[config.mk]
export PLATFORM = sky130hd
export DESIGN_NAME = magnetostrictive_position_readout
export DESIGN_NICKNAME = d
export VERILOG_FILES = /design/src/position_readout_pkg.sv /design/src/count_store.sv /design/src/magnetostrictive_position_readout.sv
export SDC_FILE = /design/constraint.sdc
export NUM_CORES = 1
export LEC_CHECK = 0
export BUFFER_PORTS_ARGS = -buffer_cell sky130_fd_sc_hd__buf_2
export CELL_PAD_IN_SITES_DETAIL_PLACEMENT = 0
export CELL_PAD_IN_SITES_GLOBAL_PLACEMENT = 1
export CORE_ASPECT_RATIO = 0.75
export CORE_MARGIN = 5
export CORE_UTILIZATION = 47
export CTS_CLUSTER_SIZE = 40
export DETAILED_ROUTE_END_ITERATION = 6
export PLACE_DENSITY = 0.82
export REMOVE_ABC_BUFFERS = 1
export SYNTH_ARGS = -nofsm -noshare
export SYNTH_HDL_FRONTEND = slang
export SYNTH_SLANG_ARGS = --single-unit
[constraint.sdc]
create_clock -name clk -period 3.2 [get_ports clk]
set_input_delay 0.32 -clock clk [delete_from_list [all_inputs] [get_ports clk]]
set_output_delay 0.32 -clock clk [all_outputs]
set_load 0.005 [all_outputs]
[src/position_readout_pkg.sv]
// Package for the two-axis transducer position readout.
// Assumes a 100 MHz module clock and a sampled 60 MHz reference level.
package position_readout_pkg;

	localparam int CLK_MHZ = 100;
	localparam int AXES = 2;
	localparam int COUNT_W = 24;
	// Refresh period, printed in microseconds
	localparam int REFRESH_US = 1000;
	localparam int REFRESH_CYCLES = REFRESH_US * CLK_MHZ;
	// Interrogation pulse width in nanoseconds
	localparam int INTERROGATE_NS = 1000;
	localparam int INTERROGATE_CYCLES = (INTERROGATE_NS * CLK_MHZ + 999) / 1000;
	// Longest wait for a return, in microseconds
	localparam int TIMEOUT_US = 900;
	localparam int TIMEOUT_CYCLES = TIMEOUT_US * CLK_MHZ;
	localparam logic [COUNT_W-1:0] COUNT_RESET = 24'h000000;

	typedef enum logic [4:0] {
		ST_IDLE = 5'b00001,
		ST_PULSE = 5'b00010,
		ST_WAIT = 5'b00100,
		ST_COUNT = 5'b01000,
		ST_DONE = 5'b10000
	} axis_state_type;

	typedef enum logic {
		MODE_START_STOP = 1'b0,
		MODE_PWM = 1'b1
	} return_mode_type;

	typedef struct packed {
		logic [COUNT_W-1:0] count;
		logic valid;
		logic no_transducer;
		logic noise;
		logic overflow;
	} axis_result_type;

endpackage

[src/count_store.sv]
// Holds the last latched count of each axis; registered read port.
// Assumes each axis writes only its own word.
`timescale 1ns/100ps
`default_nettype none
module count_store #(
	parameter int WIDTH = 24,
	parameter int WORDS = 2
) (
	// Clock and reset
	input wire logic clk,
	input wire logic reset_n,
	input wire logic ce,
	// Write side, one port per word
	input wire logic [WORDS-1:0] wr_en,
	input wire logic [WORDS*WIDTH-1:0] wr_data,
	// Read side
	input wire logic [$clog2(WORDS)-1:0] rd_addr,
	output logic [WIDTH-1:0] rd_data_r
);
	logic [WIDTH-1:0] mem_r [WORDS];
	logic [WIDTH-1:0] mem_nxt [WORDS];
	logic [WIDTH-1:0] rd_data_nxt;

	// Address port needs at least one bit
	if (WORDS < 2 || WIDTH < 1) begin : g_bad_params
		$error("count store: unsupported parameters");
	end

	always_comb begin
		for (int i = 0; i < WORDS; i++) begin
			mem_nxt[i] = wr_en[i] ? wr_data[i*WIDTH +: WIDTH] : mem_r[i];
		end
		rd_data_nxt = mem_r[rd_addr];
	end

	always_ff @(posedge clk or negedge reset_n) begin
		if (!reset_n) begin
			for (int i = 0; i < WORDS; i++) begin
				mem_r[i] <= '0;
			end
			rd_data_r <= '0;
		end else if (ce) begin
			mem_r <= mem_nxt;
			rd_data_r <= rd_data_nxt;
		end
	end
endmodule // count_store
`default_nettype wire

[src/magnetostrictive_position_readout.sv]
// Two-axis magnetostrictive transducer readout: interrogate, count, latch.
// Assumes return lines and the 60 MHz reference are synchronous to clk.
`timescale 1ns/100ps
`default_nettype none
module magnetostrictive_position_readout
	import position_readout_pkg::*;
#(
	parameter int REFRESH = position_readout_pkg::REFRESH_CYCLES,
	parameter int TIMEOUT = position_readout_pkg::TIMEOUT_CYCLES,
	parameter int WIDTH = position_readout_pkg::COUNT_W
) (
	// Clock, reset, enable
	input wire logic clk,
	input wire logic reset_n,
	input wire logic ce,
	// Axis configuration and reference
	input wire logic [position_readout_pkg::AXES-1:0] pwm_mode,
	input wire logic ref_60mhz,
	// Transducer pins
	output logic [position_readout_pkg::AXES-1:0] interrogate_r,
	input wire logic [position_readout_pkg::AXES-1:0] return_in,
	// Results
	output position_readout_pkg::axis_result_type [position_readout_pkg::AXES-1:0] result_r,
	output logic [position_readout_pkg::AXES-1:0] sample_done_r,
	// Count readback
	input wire logic rd_axis,
	output logic [WIDTH-1:0] rd_count_r
);
	import position_readout_pkg::*;

	// Refuse settings the fixed result layout or the refresh timing cannot hold
	if (WIDTH != COUNT_W || REFRESH <= TIMEOUT + INTERROGATE_CYCLES + 2 ||
	    TIMEOUT < 1 || AXES != 2) begin : g_bad_params
		$error("position readout: unsupported parameters");
	end

	// Shared refresh timer and reference edge detection
	logic [31:0] tick_cnt_r, tick_cnt_nxt;
	logic tick_r, tick_nxt;
	logic ref_prev_r, ref_prev_nxt;
	logic ref_edge;

	assign ref_edge = ref_60mhz ^ ref_prev_r;

	always_comb begin
		ref_prev_nxt = ref_60mhz;
		tick_nxt = 1'b0;
		if (tick_cnt_r == 32'(REFRESH - 1)) begin
			tick_cnt_nxt = '0;
			tick_nxt = 1'b1;
		end else begin
			tick_cnt_nxt = tick_cnt_r + 32'h00000001;
		end
	end

	always_ff @(posedge clk or negedge reset_n) begin
		if (!reset_n) begin
			tick_cnt_r <= '0;
			tick_r <= 1'b0;
			ref_prev_r <= 1'b0;
		end else if (ce) begin
			tick_cnt_r <= tick_cnt_nxt;
			tick_r <= tick_nxt;
			ref_prev_r <= ref_prev_nxt;
		end
	end

	logic [AXES-1:0] latch_en;
	logic [AXES*WIDTH-1:0] latch_data;

	genvar a;
	generate
		for (a = 0; a < AXES; a++) begin : g_axis
			axis_state_type st_r, st_nxt;
			logic [WIDTH-1:0] cnt_r, cnt_nxt;
			logic [31:0] tmr_r, tmr_nxt;
			logic ret_prev_r, ret_prev_nxt;
			logic int_nxt;
			logic noise_acc_r, noise_acc_nxt;
			logic done_seen_r, done_seen_nxt;
			logic done_nxt;
			axis_result_type res_nxt;
			logic rise;
			logic mode_pwm;
			logic noise_evt;
			logic ovf_evt;

			assign rise = return_in[a] & ~ret_prev_r;
			assign mode_pwm = pwm_mode[a];

			always_comb begin
				st_nxt = st_r;
				cnt_nxt = cnt_r;
				tmr_nxt = tmr_r;
				ret_prev_nxt = return_in[a];
				int_nxt = 1'b0;
				noise_acc_nxt = noise_acc_r;
				done_seen_nxt = done_seen_r;
				done_nxt = 1'b0;
				res_nxt = result_r[a];
				noise_evt = 1'b0;
				ovf_evt = 1'b0;
				case (st_r)
					ST_IDLE: begin
						// Return activity outside a measurement is noise
						if (mode_pwm ? return_in[a] : rise) begin
							noise_evt = 1'b1;
							noise_acc_nxt = 1'b1;
						end
					end
					ST_PULSE: begin
						int_nxt = 1'b1;
						if (tmr_r == 32'(INTERROGATE_CYCLES - 1)) begin
							st_nxt = ST_WAIT;
							tmr_nxt = '0;
							int_nxt = 1'b0;
						end else begin
							tmr_nxt = tmr_r + 32'h00000001;
						end
					end
					ST_WAIT, ST_COUNT: begin
						tmr_nxt = tmr_r + 32'h00000001;
						if (st_r == ST_COUNT && ref_edge) begin
							if (&cnt_r) begin
								ovf_evt = 1'b1;
								res_nxt.overflow = 1'b1;
							end else begin
								cnt_nxt = cnt_r + 1'b1;
							end
						end
						if (st_r == ST_WAIT && (mode_pwm ? return_in[a] : rise)) begin
							st_nxt = ST_COUNT;
						end else if (st_r == ST_COUNT &&
						             (mode_pwm ? !return_in[a] : rise)) begin
							st_nxt = ST_DONE;
						end else if (tmr_r == 32'(TIMEOUT - 1)) begin
							st_nxt = ST_IDLE;
						end
					end
					ST_DONE: begin
						res_nxt.count = cnt_r;
						res_nxt.valid = 1'b1;
						done_nxt = 1'b1;
						done_seen_nxt = 1'b1;
						st_nxt = ST_IDLE;
					end
					default: st_nxt = ST_IDLE;
				endcase
				// New measurement: publish faults, clear counter, interrogate
				if (tick_r) begin
					// Events in the tick cycle still count: set wins
					res_nxt.no_transducer = ~(done_seen_r | done_nxt);
					res_nxt.noise = noise_acc_r | noise_evt;
					if ((done_seen_r | done_nxt) && !ovf_evt) begin
						res_nxt.overflow = 1'b0;
					end
					noise_acc_nxt = 1'b0;
					done_seen_nxt = 1'b0;
					cnt_nxt = COUNT_RESET;
					tmr_nxt = '0;
					st_nxt = ST_PULSE;
					int_nxt = 1'b1;
				end
			end

			always_ff @(posedge clk or negedge reset_n) begin
				if (!reset_n) begin
					st_r <= ST_IDLE;
					cnt_r <= COUNT_RESET;
					tmr_r <= '0;
					ret_prev_r <= 1'b0;
					interrogate_r[a] <= 1'b0;
					noise_acc_r <= 1'b0;
					done_seen_r <= 1'b1;
					sample_done_r[a] <= 1'b0;
					result_r[a] <= '0;
				end else if (ce) begin
					st_r <= st_nxt;
					cnt_r <= cnt_nxt;
					tmr_r <= tmr_nxt;
					ret_prev_r <= ret_prev_nxt;
					interrogate_r[a] <= int_nxt;
					noise_acc_r <= noise_acc_nxt;
					done_seen_r <= done_seen_nxt;
					sample_done_r[a] <= done_nxt;
					result_r[a] <= res_nxt;
				end
			end

			assign latch_en[a] = done_nxt;
			assign latch_data[a*WIDTH +: WIDTH] = cnt_r;
		end
	endgenerate

	count_store #(
		.WIDTH(WIDTH),
		.WORDS(AXES)
	) u_store (
		.clk(clk),
		.reset_n(reset_n),
		.ce(ce),
		.wr_en(latch_en),
		.wr_data(latch_data),
		.rd_addr(rd_axis),
		.rd_data_r(rd_count_r)
	);
endmodule // magnetostrictive_position_readout
`default_nettype wire

==> metrics.yaml, run 1 <==
status: "finished, final reports clean"
ios: 93
power.density_cell_area_nw_per_um2: 558
nFillCells: 2229
synth-edff-count: 0
ys_ff_latch: 246
synth_xor_area_share_pct: 7.29
ys_warn_count: 0
hold_viol: 0
min_period_ns: 2.67
synth_compound_area_share_pct: 8.24
crit_type: "reg -> reg"
drive_gt1_share_pct: 17.3
dieHeight_um: 148
power_frac_seq_pct: 45.5
cp_num_buf_inv: 0
arrival_ns: 3.13
area.growth.synth_to_final_pct: 16.2
internal_power_uw: 5700
cts_root_buf: "clkbuf_16"
pwr-share-comb_pct: 11.5
track_usage_pct: 19.6
io_buffers: 92
critPathMaxStageDelay_ns: 0.59
cts_sinks: 246
fin_skew_ns: 0.0196
place_congestion: 0.860
rsz0062_at_grt: "no"
rows: 50
syn-cell-area_um2: 11900
routed-via-count: 9241
clockBufferDepth: 3
hold_path_class: "in -> reg"
fp.dieW_um: 194
yosysUniqueCellTypes: 58
stdcell_count: 1656
path_cells: "or2_1 -> or4b_1 -> and2_4 -> a211o_1 -> or4_1 -> o211ai_1"
core-area_um2: 25000
crit_fanout: 20
yosys.area_share.simple_pct: 22.4
ys_seq_area_share_pct: 51.8
clk_pin_slew_ns: 0.06
switching_share_pct: 26.1
r2r_setup_slack_ns: 0.53
synth.top_cell.area_share_pct: 50.9
power_frac_clock_pct: 43.0
slew_violations: 0
start_kind: "register"
cts_resized: 0
slew_headroom_pct: 29.0
syn_area_per_cell_um2: 9.92
syn_inst: 1200
grt_pass1_vias: 8606
cts_setup_buffers: 0
tns_ns: 0
power_switching_uw: 2020
tightestPinTransition_ns: 1.06
start_util_pct: 47.7
final_cell_mix: "242 x dfrtp_1, 135 x nor2_1, 102 x nand2_1"
max_freq_mhz: 374
die_area_um2: 28600
cpMaxStageDelayCell: "or4_1"
async_flop_share_pct: 100
grt_max_degree: 103
layout.cells.most_common: "dfrtp_1"
synth_top_family_by_area: "simple AND/OR/NAND/NOR gates"
ant_nets: 0
cts-hold-fix-buffers: 1
setup_viol: 0
p_total_uw: 7720
crit_required_ns: 3.65
hpwlAfterDp_mm: 19.6
synth.area.mux_share_pct: 7.05
cts_tree: "done"
routed_via_density: 5.58
cts_buffers: 26
dr.pass1.iters: 7
totalWireLength_mm: 28.4
ys_top_cells_by_area: "dfrtp_1 51%, mux2_2 4.4%, nor2_1 4.3%"
crit_family: "simple AND/OR/NAND/NOR gates"
antennaDiodeCount: 0
place_inst: 1608
drtIter0Drc: 612
wl_per_cell_um: 17.1
grt_pass1_wl_mm: 47.0
synth_fa_ha_area_share_pct: 0.526
cap_violations: 0
fin_nets: 1313
synth_area_leader_cell: "dfrtp_1"
p_leak_uw: 0.00640
max-vdd-ir-drop_uv: 391
synth_flop_cell: "dfrtp_1"
finalCritPeriodShare_pct: 83.5
end_kind: "register"
drc: 0
antenna_found_initial: 0
htree_levels: 1
grt-ovfl-total: 0
clock_latency_ns: 0.53
[cells in the mapped netlist (3+ instances only)]
library cell / count
nor2_1: 136
and4_1: 15
nor3b_1: 5
or2_2: 3
and3_1: 21
nand3_1: 78
nand4_1: 38
and2_1: 9
inv_1: 33
a211oi_1: 7
or3_1: 25
o22ai_1: 4
nor4_1: 25
or4_1: 13
o211ai_1: 7
dfrtp_1: 242
o2bb2ai_1: 4
o31ai_1: 3
nor4b_1: 3
ha_1: 5
clkbuf_1: 44
dfstp_2: 4
a21o_1: 4
nand2b_1: 8
o2111ai_1: 3
xnor2_1: 47
a31oi_1: 6
nor2b_1: 5
nor3_1: 23
a21oi_1: 61
o21ai_0: 46
mux2i_1: 32
a21boi_0: 3
xor2_1: 52
buf_1: 6
mux2_2: 46
a22o_1: 4
or4b_2: 4
nand2_1: 102
[cells by family after synthesis]
group                      after synthesis
xor gates and xnor gates                99
buffers and inverters                   86
DFF                                    246
adders and majority gates                5
AOI/OAI and AO/OA                      162
muxes                                   78
and+or+nand+nor                        524
[power by group through the flow]
| stage | registers [uW] | clock network, uW | logic, uW |
|---|---|---|---|
| detailed placement | 3560 | 0 | 883 |
| CTS | 3510 | 3390 | 893 |
| global route | 3540 | 3530 | 1010 |
| finish | 3510 | 3320 | 887 |
| floorplan | 3510 | 0 | 515 |
| global placement | 3550 | 0 | 873 |
[layer usage]
layer	GRT usage, %	wire, um	vias to the layer above	part of all wire [%]
met5	0	0	-	0
met4	3.57	398	0	1.4
met3	2.89	1570	30	5.5
met2	28.1	11900	227	42
met1	31.7	14500	4511	51
li1	-	-	4473	-
[registers in the layout, summed over array words and instances, names as in the netlist]
| name | flops |
|---|---|
| g_axis.cnt_r | 48 |
| g_axis.done_seen_r | 2 |
| g_axis.noise_acc_r | 2 |
| g_axis.ret_prev_r | 2 |
| g_axis.st_r | 10 |
| g_axis.tmr_r | 64 |
| interrogate_r | 2 |
| ref_prev_r | 1 |
| result_r | 56 |
| sample_done_r | 2 |
| tick_cnt_r | 32 |
| tick_r | 1 |
| u_store.rd_data_r | 24 |
[final timing paths]
path,depth (start not counted),startpoint,end
max in group asynchronous,3,reset_n,interrogate_r[1]
min in group asynchronous,2,reset_n,tick_cnt_r[18]
worst min-delay path,3,return_in[1],g_axis[1].ret_prev_r
worst min register to register,1,result_r[31],result_r[31]
worst max register to register,6,g_axis[1].st_r[4],g_axis[1].tmr_r[27]
worst max-delay path,6,g_axis[1].st_r[4],g_axis[1].tmr_r[27]
[metrics by stage]
stage               setup WS, ns  hold slack [ns]  utilization [%]  instance area [um2]
floorplan                  0.344           0.0244                -                11700
global placement           0.570            0.419             51.5                12900
detailed placement         0.515            0.419             51.5                12900
CTS                        0.540           0.0557             55.4                13800
global route               0.392           0.0930             55.4                13800
finish                     0.527           0.0726             55.4                13800
[final cells by class]
cell class                      count  area (um2)  share of cell area [%]
Clock inverter                     12         224                    1.62
Tap cell                          338         423                    3.06
Sequential cell                   246        6160                    44.6
Inverter                           34         128                   0.923
Timing Repair Buffer              123         743                    5.38
Multi-Input combinational cell    868        5420                    39.2
Clock buffer                       35         724                    5.24
[worst register-to-register path: cells and delay by family, from the launching register on]
| family | cells | cell delay, ns |
|---|---|---|
| AND/OR/NAND/NOR | 4 | 1.58 |
| AO/OA/AOI/OAI | 2 | 0.60 |
| flip-flops | 1 | 0.42 |
No activity file was read; power rests on OpenSTA's default activity.
==> run 2, diff against run 1 <==
- clock period: 3.2 -> 2.5 ns (I/O delays scaled with it)
==> run 2 against run 1 <==
Non-clock buffer count grew 26. Highest routed layer unchanged. Critical path type unchanged. Clock skew increased by 0.0056 ns. Core utilization rose by 1.1 points. Critical path depth up 1. Fmax is 10% higher. Sequential cell count unchanged. Via count is 0.75% higher. Largest cell class unchanged. Clock-buffer cell count decreased by 3. Combinational power grew 32%. Clock power rose by 33%. Largest power group unchanged.
==> metrics.yaml, run 2 (synthesized netlist as in run 1, its figures left out) <==
cts_sinks: 246  # unchanged
crit_type: "reg -> reg"  # unchanged
ant_nets: 0  # unchanged
p_leak_uw: 0.00655  # was 0.00640 uW
power_frac_clock_pct: 43.8  # was 43.0%
clockBufferDepth: 3  # unchanged
die_area_um2: 28600  # unchanged
grtUsageMet1_pct: 31.3  # was 31.7%
grtUsageMet2_pct: 27.8  # was 28.1%
hold_viol: 0  # unchanged
power.density_cell_area_nw_per_um2: 716  # was 558 nW/um2
routed-via-count: 9310  # was 9241
internal_power_uw: 7460  # was 5700 uW
cts_buffers: 26  # unchanged
ios: 93  # unchanged
finalCritPeriodShare_pct: 97.2  # was 83.5%
max_freq_mhz: 412  # was 374 MHz
layout.cells.most_common: "dfrtp_1"  # unchanged
start_kind: "register"  # unchanged
fin_skew_ns: 0.0252  # was 0.0196 ns
track_usage_pct: 19.3  # was 19.6%
drive_gt1_share_pct: 19.4  # was 17.3%
htree_levels: 1  # unchanged
rows: 50  # unchanged
preCtsSetupSlack_ns: 0.129  # was 0.515 ns
reg_top3: "g_axis.tmr_r (64), result_r (56), g_axis.cnt_r (48)"  # unchanged
power_switching_uw: 2630  # was 2020 uW
cap_violations: 0  # unchanged
switching_share_pct: 26.0  # was 26.1%
arrival_ns: 2.85  # was 3.13 ns
busiest_layer: "met1"  # unchanged
met3_usage_pct: 3.17  # was 2.89%
end_kind: "register"  # unchanged
tightestPinTransition_ns: 0.794  # was 1.06 ns
max-vdd-ir-drop_uv: 502  # was 391 uV
rr_worst_depth: 7  # was 6
clk_pin_slew_ns: 0.06  # about the same
totalWireLength_mm: 28.1  # was 28.4 mm
drtIter0Drc: 671  # was 612
crit_fanout: 8  # was 20
tns_ns: 0  # unchanged
status: "finished, final reports clean"  # unchanged
utilization_pct: 56.5  # was 55.4%
p_total_uw: 10100  # was 7720 uW
clock_latency_ns: 0.54  # was 0.53 ns
setup_viol: 0  # unchanged
fp.dieW_um: 194  # unchanged
dr.pass1.iters: 5  # was 7
core-area_um2: 25000  # unchanged
largest_reg_flops: 64  # unchanged
final_cell_mix: "242 x dfrtp_1, 134 x nor2_1, 102 x nand2_1"  # was 242 x dfrtp_1, 135 x nor2_1, 102 x nand2_1
grt_pass1_vias: 8716  # was 8606
top_register: "g_axis.tmr_r"  # unchanged
power_frac_seq_pct: 44.6  # was 45.5%
layout_setup_ws_ns: 0.0712  # was 0.527 ns
wl_per_cell_um: 16.7  # was 17.1 um
fin_nets: 1339  # was 1313
area.growth.synth_to_final_pct: 18.4  # was 16.2%
cts_tree: "done"  # unchanged
antenna_found_initial: 0  # unchanged
grt_max_degree: 68  # was 103
pwr-share-comb_pct: 11.6  # was 11.5%
dieHeight_um: 148  # unchanged
start_util_pct: 47.7  # unchanged
hpwlAfterDp_mm: 19.9  # was 19.6 mm
min_period_ns: 2.43  # was 2.67 ns
routed_via_density: 5.54  # was 5.58
crit_required_ns: 2.93  # was 3.65 ns
place_congestion: 0.858  # was 0.860
antennaDiodeCount: 0  # unchanged
io_buffers: 92  # unchanged
grt_pass1_wl_mm: 46.8  # was 47.0 mm
slew_violations: 0  # unchanged
grt-ovfl-total: 0  # unchanged
drc: 0  # unchanged
slew_headroom_pct: 47.1  # was 29.0%
hold_path_class: "in -> reg"  # unchanged
cts_root_buf: "clkbuf_16"  # unchanged
cts_setup_buffers: 0  # unchanged
hold_depth: 3  # unchanged
==> run 2: worst max-delay path: stages (launching register included) <==
cell,delay [ns]
dfrtp_1,0.38
or2_1,0.26
or4b_1,0.53
and2_4,0.20
a211o_4,0.35
buf_4,0.17
or3_1,0.34
o21ai_0,0.09
==> run 2: final timing paths <==
kind | start | endpoint | slack, ns
setup / recovery | g_axis[1].st_r[4] | g_axis[1].tmr_r[3] | 0.07
hold / removal | return_in[1] | g_axis[1].ret_prev_r | 0.02
setup reg to reg | g_axis[1].st_r[4] | g_axis[1].tmr_r[3] | 0.07
hold reg to reg | g_axis[0].done_seen_r | g_axis[0].done_seen_r | 0.46
max in group asynchronous | reset_n | g_axis[1].done_seen_r | 1.49
min in group asynchronous | reset_n | tick_cnt_r[25] | 0.26
==> run 2: what timing repair did <==
action                                  CTS  global route
endpoints found under the hold margin    59             0
hold buffers                              1             0
endpoints found under the setup margin    0             8
gates resized for setup                   0             3
==> run 2: layer usage <==
layer / vias up / part of all wire, %
li1: 4513 / -
met1: 4577 / 52
met2: 187 / 41
met3: 33 / 5.0
met4: 0 / 1.2
met5: - / 0
==> run 2: power by group through the flow <==
stage	clock [uW]	sequential, uW	combinational (uW)
6_report	4420	4500	1170
5_1_grt	4680	4540	1330
4_1_cts	4510	4490	1180
3_5_place_dp	0	4560	1170
3_3_place_gp	0	4560	1160
2_1_floorplan	0	4490	659
==> run 2: through the flow <==
step	cell area, um2	hold WS, ns	cells
floorplan	11700	-0.0456	1148
global placement	13100	0.227	1634
detailed placement	13100	0.227	1634
CTS	14100	0.00751	1682
global route	14100	0.0400	1682
finish	14100	0.0184	1682
==> run 2: cell type report <==
class,instances,area [um2]
well taps,338,423
clock buffers,32,723
multi-input cells,868,5430
clock inverters,15,273
flip-flops and latches,246,6160
repair buffers,149,951
fillers,2170,10900
inverters,34,128
==> run 3, diff against run 2 <==
- PLACE_DENSITY: 0.82 -> 0.76
==> run 3 against run 2 <==
Core utilization shrank 0.14 points. Sequential power is essentially flat. Total power shrank 4.8%. Clock-buffer cell count grew 8. Largest cell class unchanged. Largest power group unchanged.
==> metrics.yaml, run 3 (synthesized netlist as in run 1, its figures left out) <==
antennaDiodeCount: 0  # unchanged
totalWireLength_mm: 28.3  # was 28.1 mm
grt-ovfl-total: 0  # unchanged
grt_max_degree: 71  # was 68
clock_latency_ns: 0.54  # about the same
htree_levels: 1  # unchanged
slew_headroom_pct: 47.3  # was 47.1%
fin_skew_ns: 0.0154  # was 0.0252 ns
min_from: "return_in[0]"  # was return_in[1]
rsz0062_at_grt: "no"
start_util_pct: 47.7  # unchanged
rr_worst_depth: 7  # unchanged
dieHeight_um: 148  # unchanged
crit_fanout: 9  # was 8
p_total_uw: 9610  # was 10100 uW
min_to: "g_axis[0].ret_prev_r"  # was g_axis[1].ret_prev_r
antenna_found_initial: 0  # unchanged
cts_root_buf: "clkbuf_16"  # unchanged
reg2reg_from: "g_axis[1].st_r[0]"  # was g_axis[1].st_r[4]
slew_violations: 0  # unchanged
crit_required_ns: 2.95  # was 2.93 ns
final_cell_mix: "242 x dfrtp_1, 135 x nor2_1, 102 x nand2_1"  # was 242 x dfrtp_1, 134 x nor2_1, 102 x nand2_1
rows: 50  # unchanged
start_kind: "register"  # unchanged
hold_viol: 0  # unchanged
layout_setup_ws_ns: 0.111  # was 0.0712 ns
routed-via-count: 9203  # was 9310
setup_viol: 0  # unchanged
clk_pin_slew_ns: 0.06  # about the same
dpl_cell_area_um2: 13100  # about the same
fin_nets: 1344  # was 1339
crit_type: "reg -> reg"  # unchanged
grt_pass1_wl_mm: 48.0  # was 46.8 mm
stdcell_count: 1686  # was 1682
dr.pass1.iters: 7  # was 5
arrival_ns: 2.84  # was 2.85 ns
io_buffers: 92  # unchanged
core-area_um2: 25000  # unchanged
reg2reg_to: "g_axis[1].tmr_r[30]"  # was g_axis[1].tmr_r[3]
die_area_um2: 28600  # unchanged
drtIter0Drc: 468  # was 671
layout.cells.most_common: "dfrtp_1"  # unchanged
tns_ns: 0  # unchanged
tightestPinTransition_ns: 0.791  # was 0.794 ns
end_kind: "register"  # unchanged
status: "finished, final reports clean"  # unchanged
track_usage_pct: 19.8  # was 19.3%
cap_violations: 0  # unchanged
place_congestion: 0.844  # was 0.858
finalCritPeriodShare_pct: 95.6  # was 97.2%
drc: 0  # unchanged
wl_per_cell_um: 16.8  # was 16.7 um
cts_setup_buffers: 0  # unchanged
min_period_ns: 2.39  # was 2.43 ns
power.density_cell_area_nw_per_um2: 684  # was 716 nW/um2
hpwlAfterDp_mm: 20.1  # was 19.9 mm
fp.dieW_um: 194  # unchanged
max_freq_mhz: 419  # was 412 MHz
clockBufferDepth: 3  # unchanged
p_leak_uw: 0.00654  # was 0.00655 uW
place_inst: 1637  # was 1634
top_register: "g_axis.tmr_r"  # unchanged
hold_depth: 3  # unchanged
finalInstanceArea_um2: 14100  # about the same
cts_buffers: 26  # unchanged
drive_gt1_share_pct: 19.2  # was 19.4%
cts_tree: "done"  # unchanged
nFillCells: 2255  # was 2170
area.growth.synth_to_final_pct: 18.1  # was 18.4%
r2r_setup_slack_ns: 0.11  # was 0.07 ns
largest_reg_flops: 64  # unchanged
ios: 93  # unchanged
ant_nets: 0  # unchanged
routed_via_density: 5.46  # was 5.54
max-vdd-ir-drop_uv: 644  # was 502 uV
reg_top3: "g_axis.tmr_r (64), result_r (56), g_axis.cnt_r (48)"  # unchanged
grt_pass1_vias: 8940  # was 8716
cts_sinks: 246  # unchanged
hold_path_class: "in -> reg"  # unchanged
preCtsSetupSlack_ns: 0.0986  # was 0.129 ns
-- run 3: changes by cell type in the layout (fill, tap and decap cells not counted), moves of 2 or more --
cell / before / now
clkbuf_1: 1 / 7
bufinv_16: 7 / 2
buf_12: 4 / 7
clkbuf_8: 5 / 7
clkinv_2: 3 / 1
clkinvlp_4: 3 / 1
dlygate4sd3_1: 1 / 3
-- run 3: worst max-delay path, stage by stage (launching register included) --
cell and delay (ns):
dfstp_2 0.38, or2_1 0.24, or4b_4 0.52, and2_4 0.19, a211o_4 0.36, buf_4 0.18, or3_1 0.34, o21ai_0 0.09
-- run 3: worst max-delay path by stage --
stage | startpoint | endpoint | slack [ns] | depth (start not counted)
floorplan | tick_r | result_r[29] | -0.36 | 4
global placement | g_axis[1].st_r[4] | g_axis[1].tmr_r[22] | 0.14 | 7
detailed placement | g_axis[1].st_r[4] | g_axis[1].tmr_r[30] | 0.1 | 7
CTS | g_axis[1].st_r[0] | g_axis[1].tmr_r[30] | 0.08 | 7
global route | g_axis[0].tmr_r[19] | g_axis[0].tmr_r[24] | 0.0005 | 7
finish | g_axis[1].st_r[0] | g_axis[1].tmr_r[30] | 0.11 | 7
-- run 3: power breakdown --
part	switching (uW)	internal [uW]	total [uW]
Combinational	716	499	1210
Clock	1570	2330	3900
Sequential	278	4220	4490
Total	2570	7050	9610
-- run 3: area by class of cell --
class                   count  area (um2)  share of cell area, %
clock buffers              40         773                   5.50
clock inverters             6        97.6                  0.694
inverters                  34         128                  0.908
multi-input cells         868        5450                   38.7
flip-flops and latches    246        6160                   43.8
well taps                 338         423                   3.01
repair buffers            154        1030                   7.33
-- run 3: through the flow --
stage	utilization, %	hold slack [ns]
finish	56.3	0.0359
floorplan	-	-0.0456
global placement	52.6	0.234
CTS	56.2	0.0137
detailed placement	52.6	0.235
global route	56.3	0.0433
-- run 3: repair_timing --
| item | 4_1_cts | 5_1_grt |
|---|---|---|
| endpoints found under the setup margin | 0 | 26 |
| hold endpoints to repair | 60 | 0 |
| gates resized for setup | 0 | 5 |
| hold buffers | 3 | 0 |
-- run 3: metal layers --
metal  track usage (%)  routed length (um)  vias up
met5                 0                   0        -
met4              3.40                 431        0
met3              2.87                1230       30
met2              29.2               12200      176
met1              31.4               14500     4468
li1                  -                   -     4529
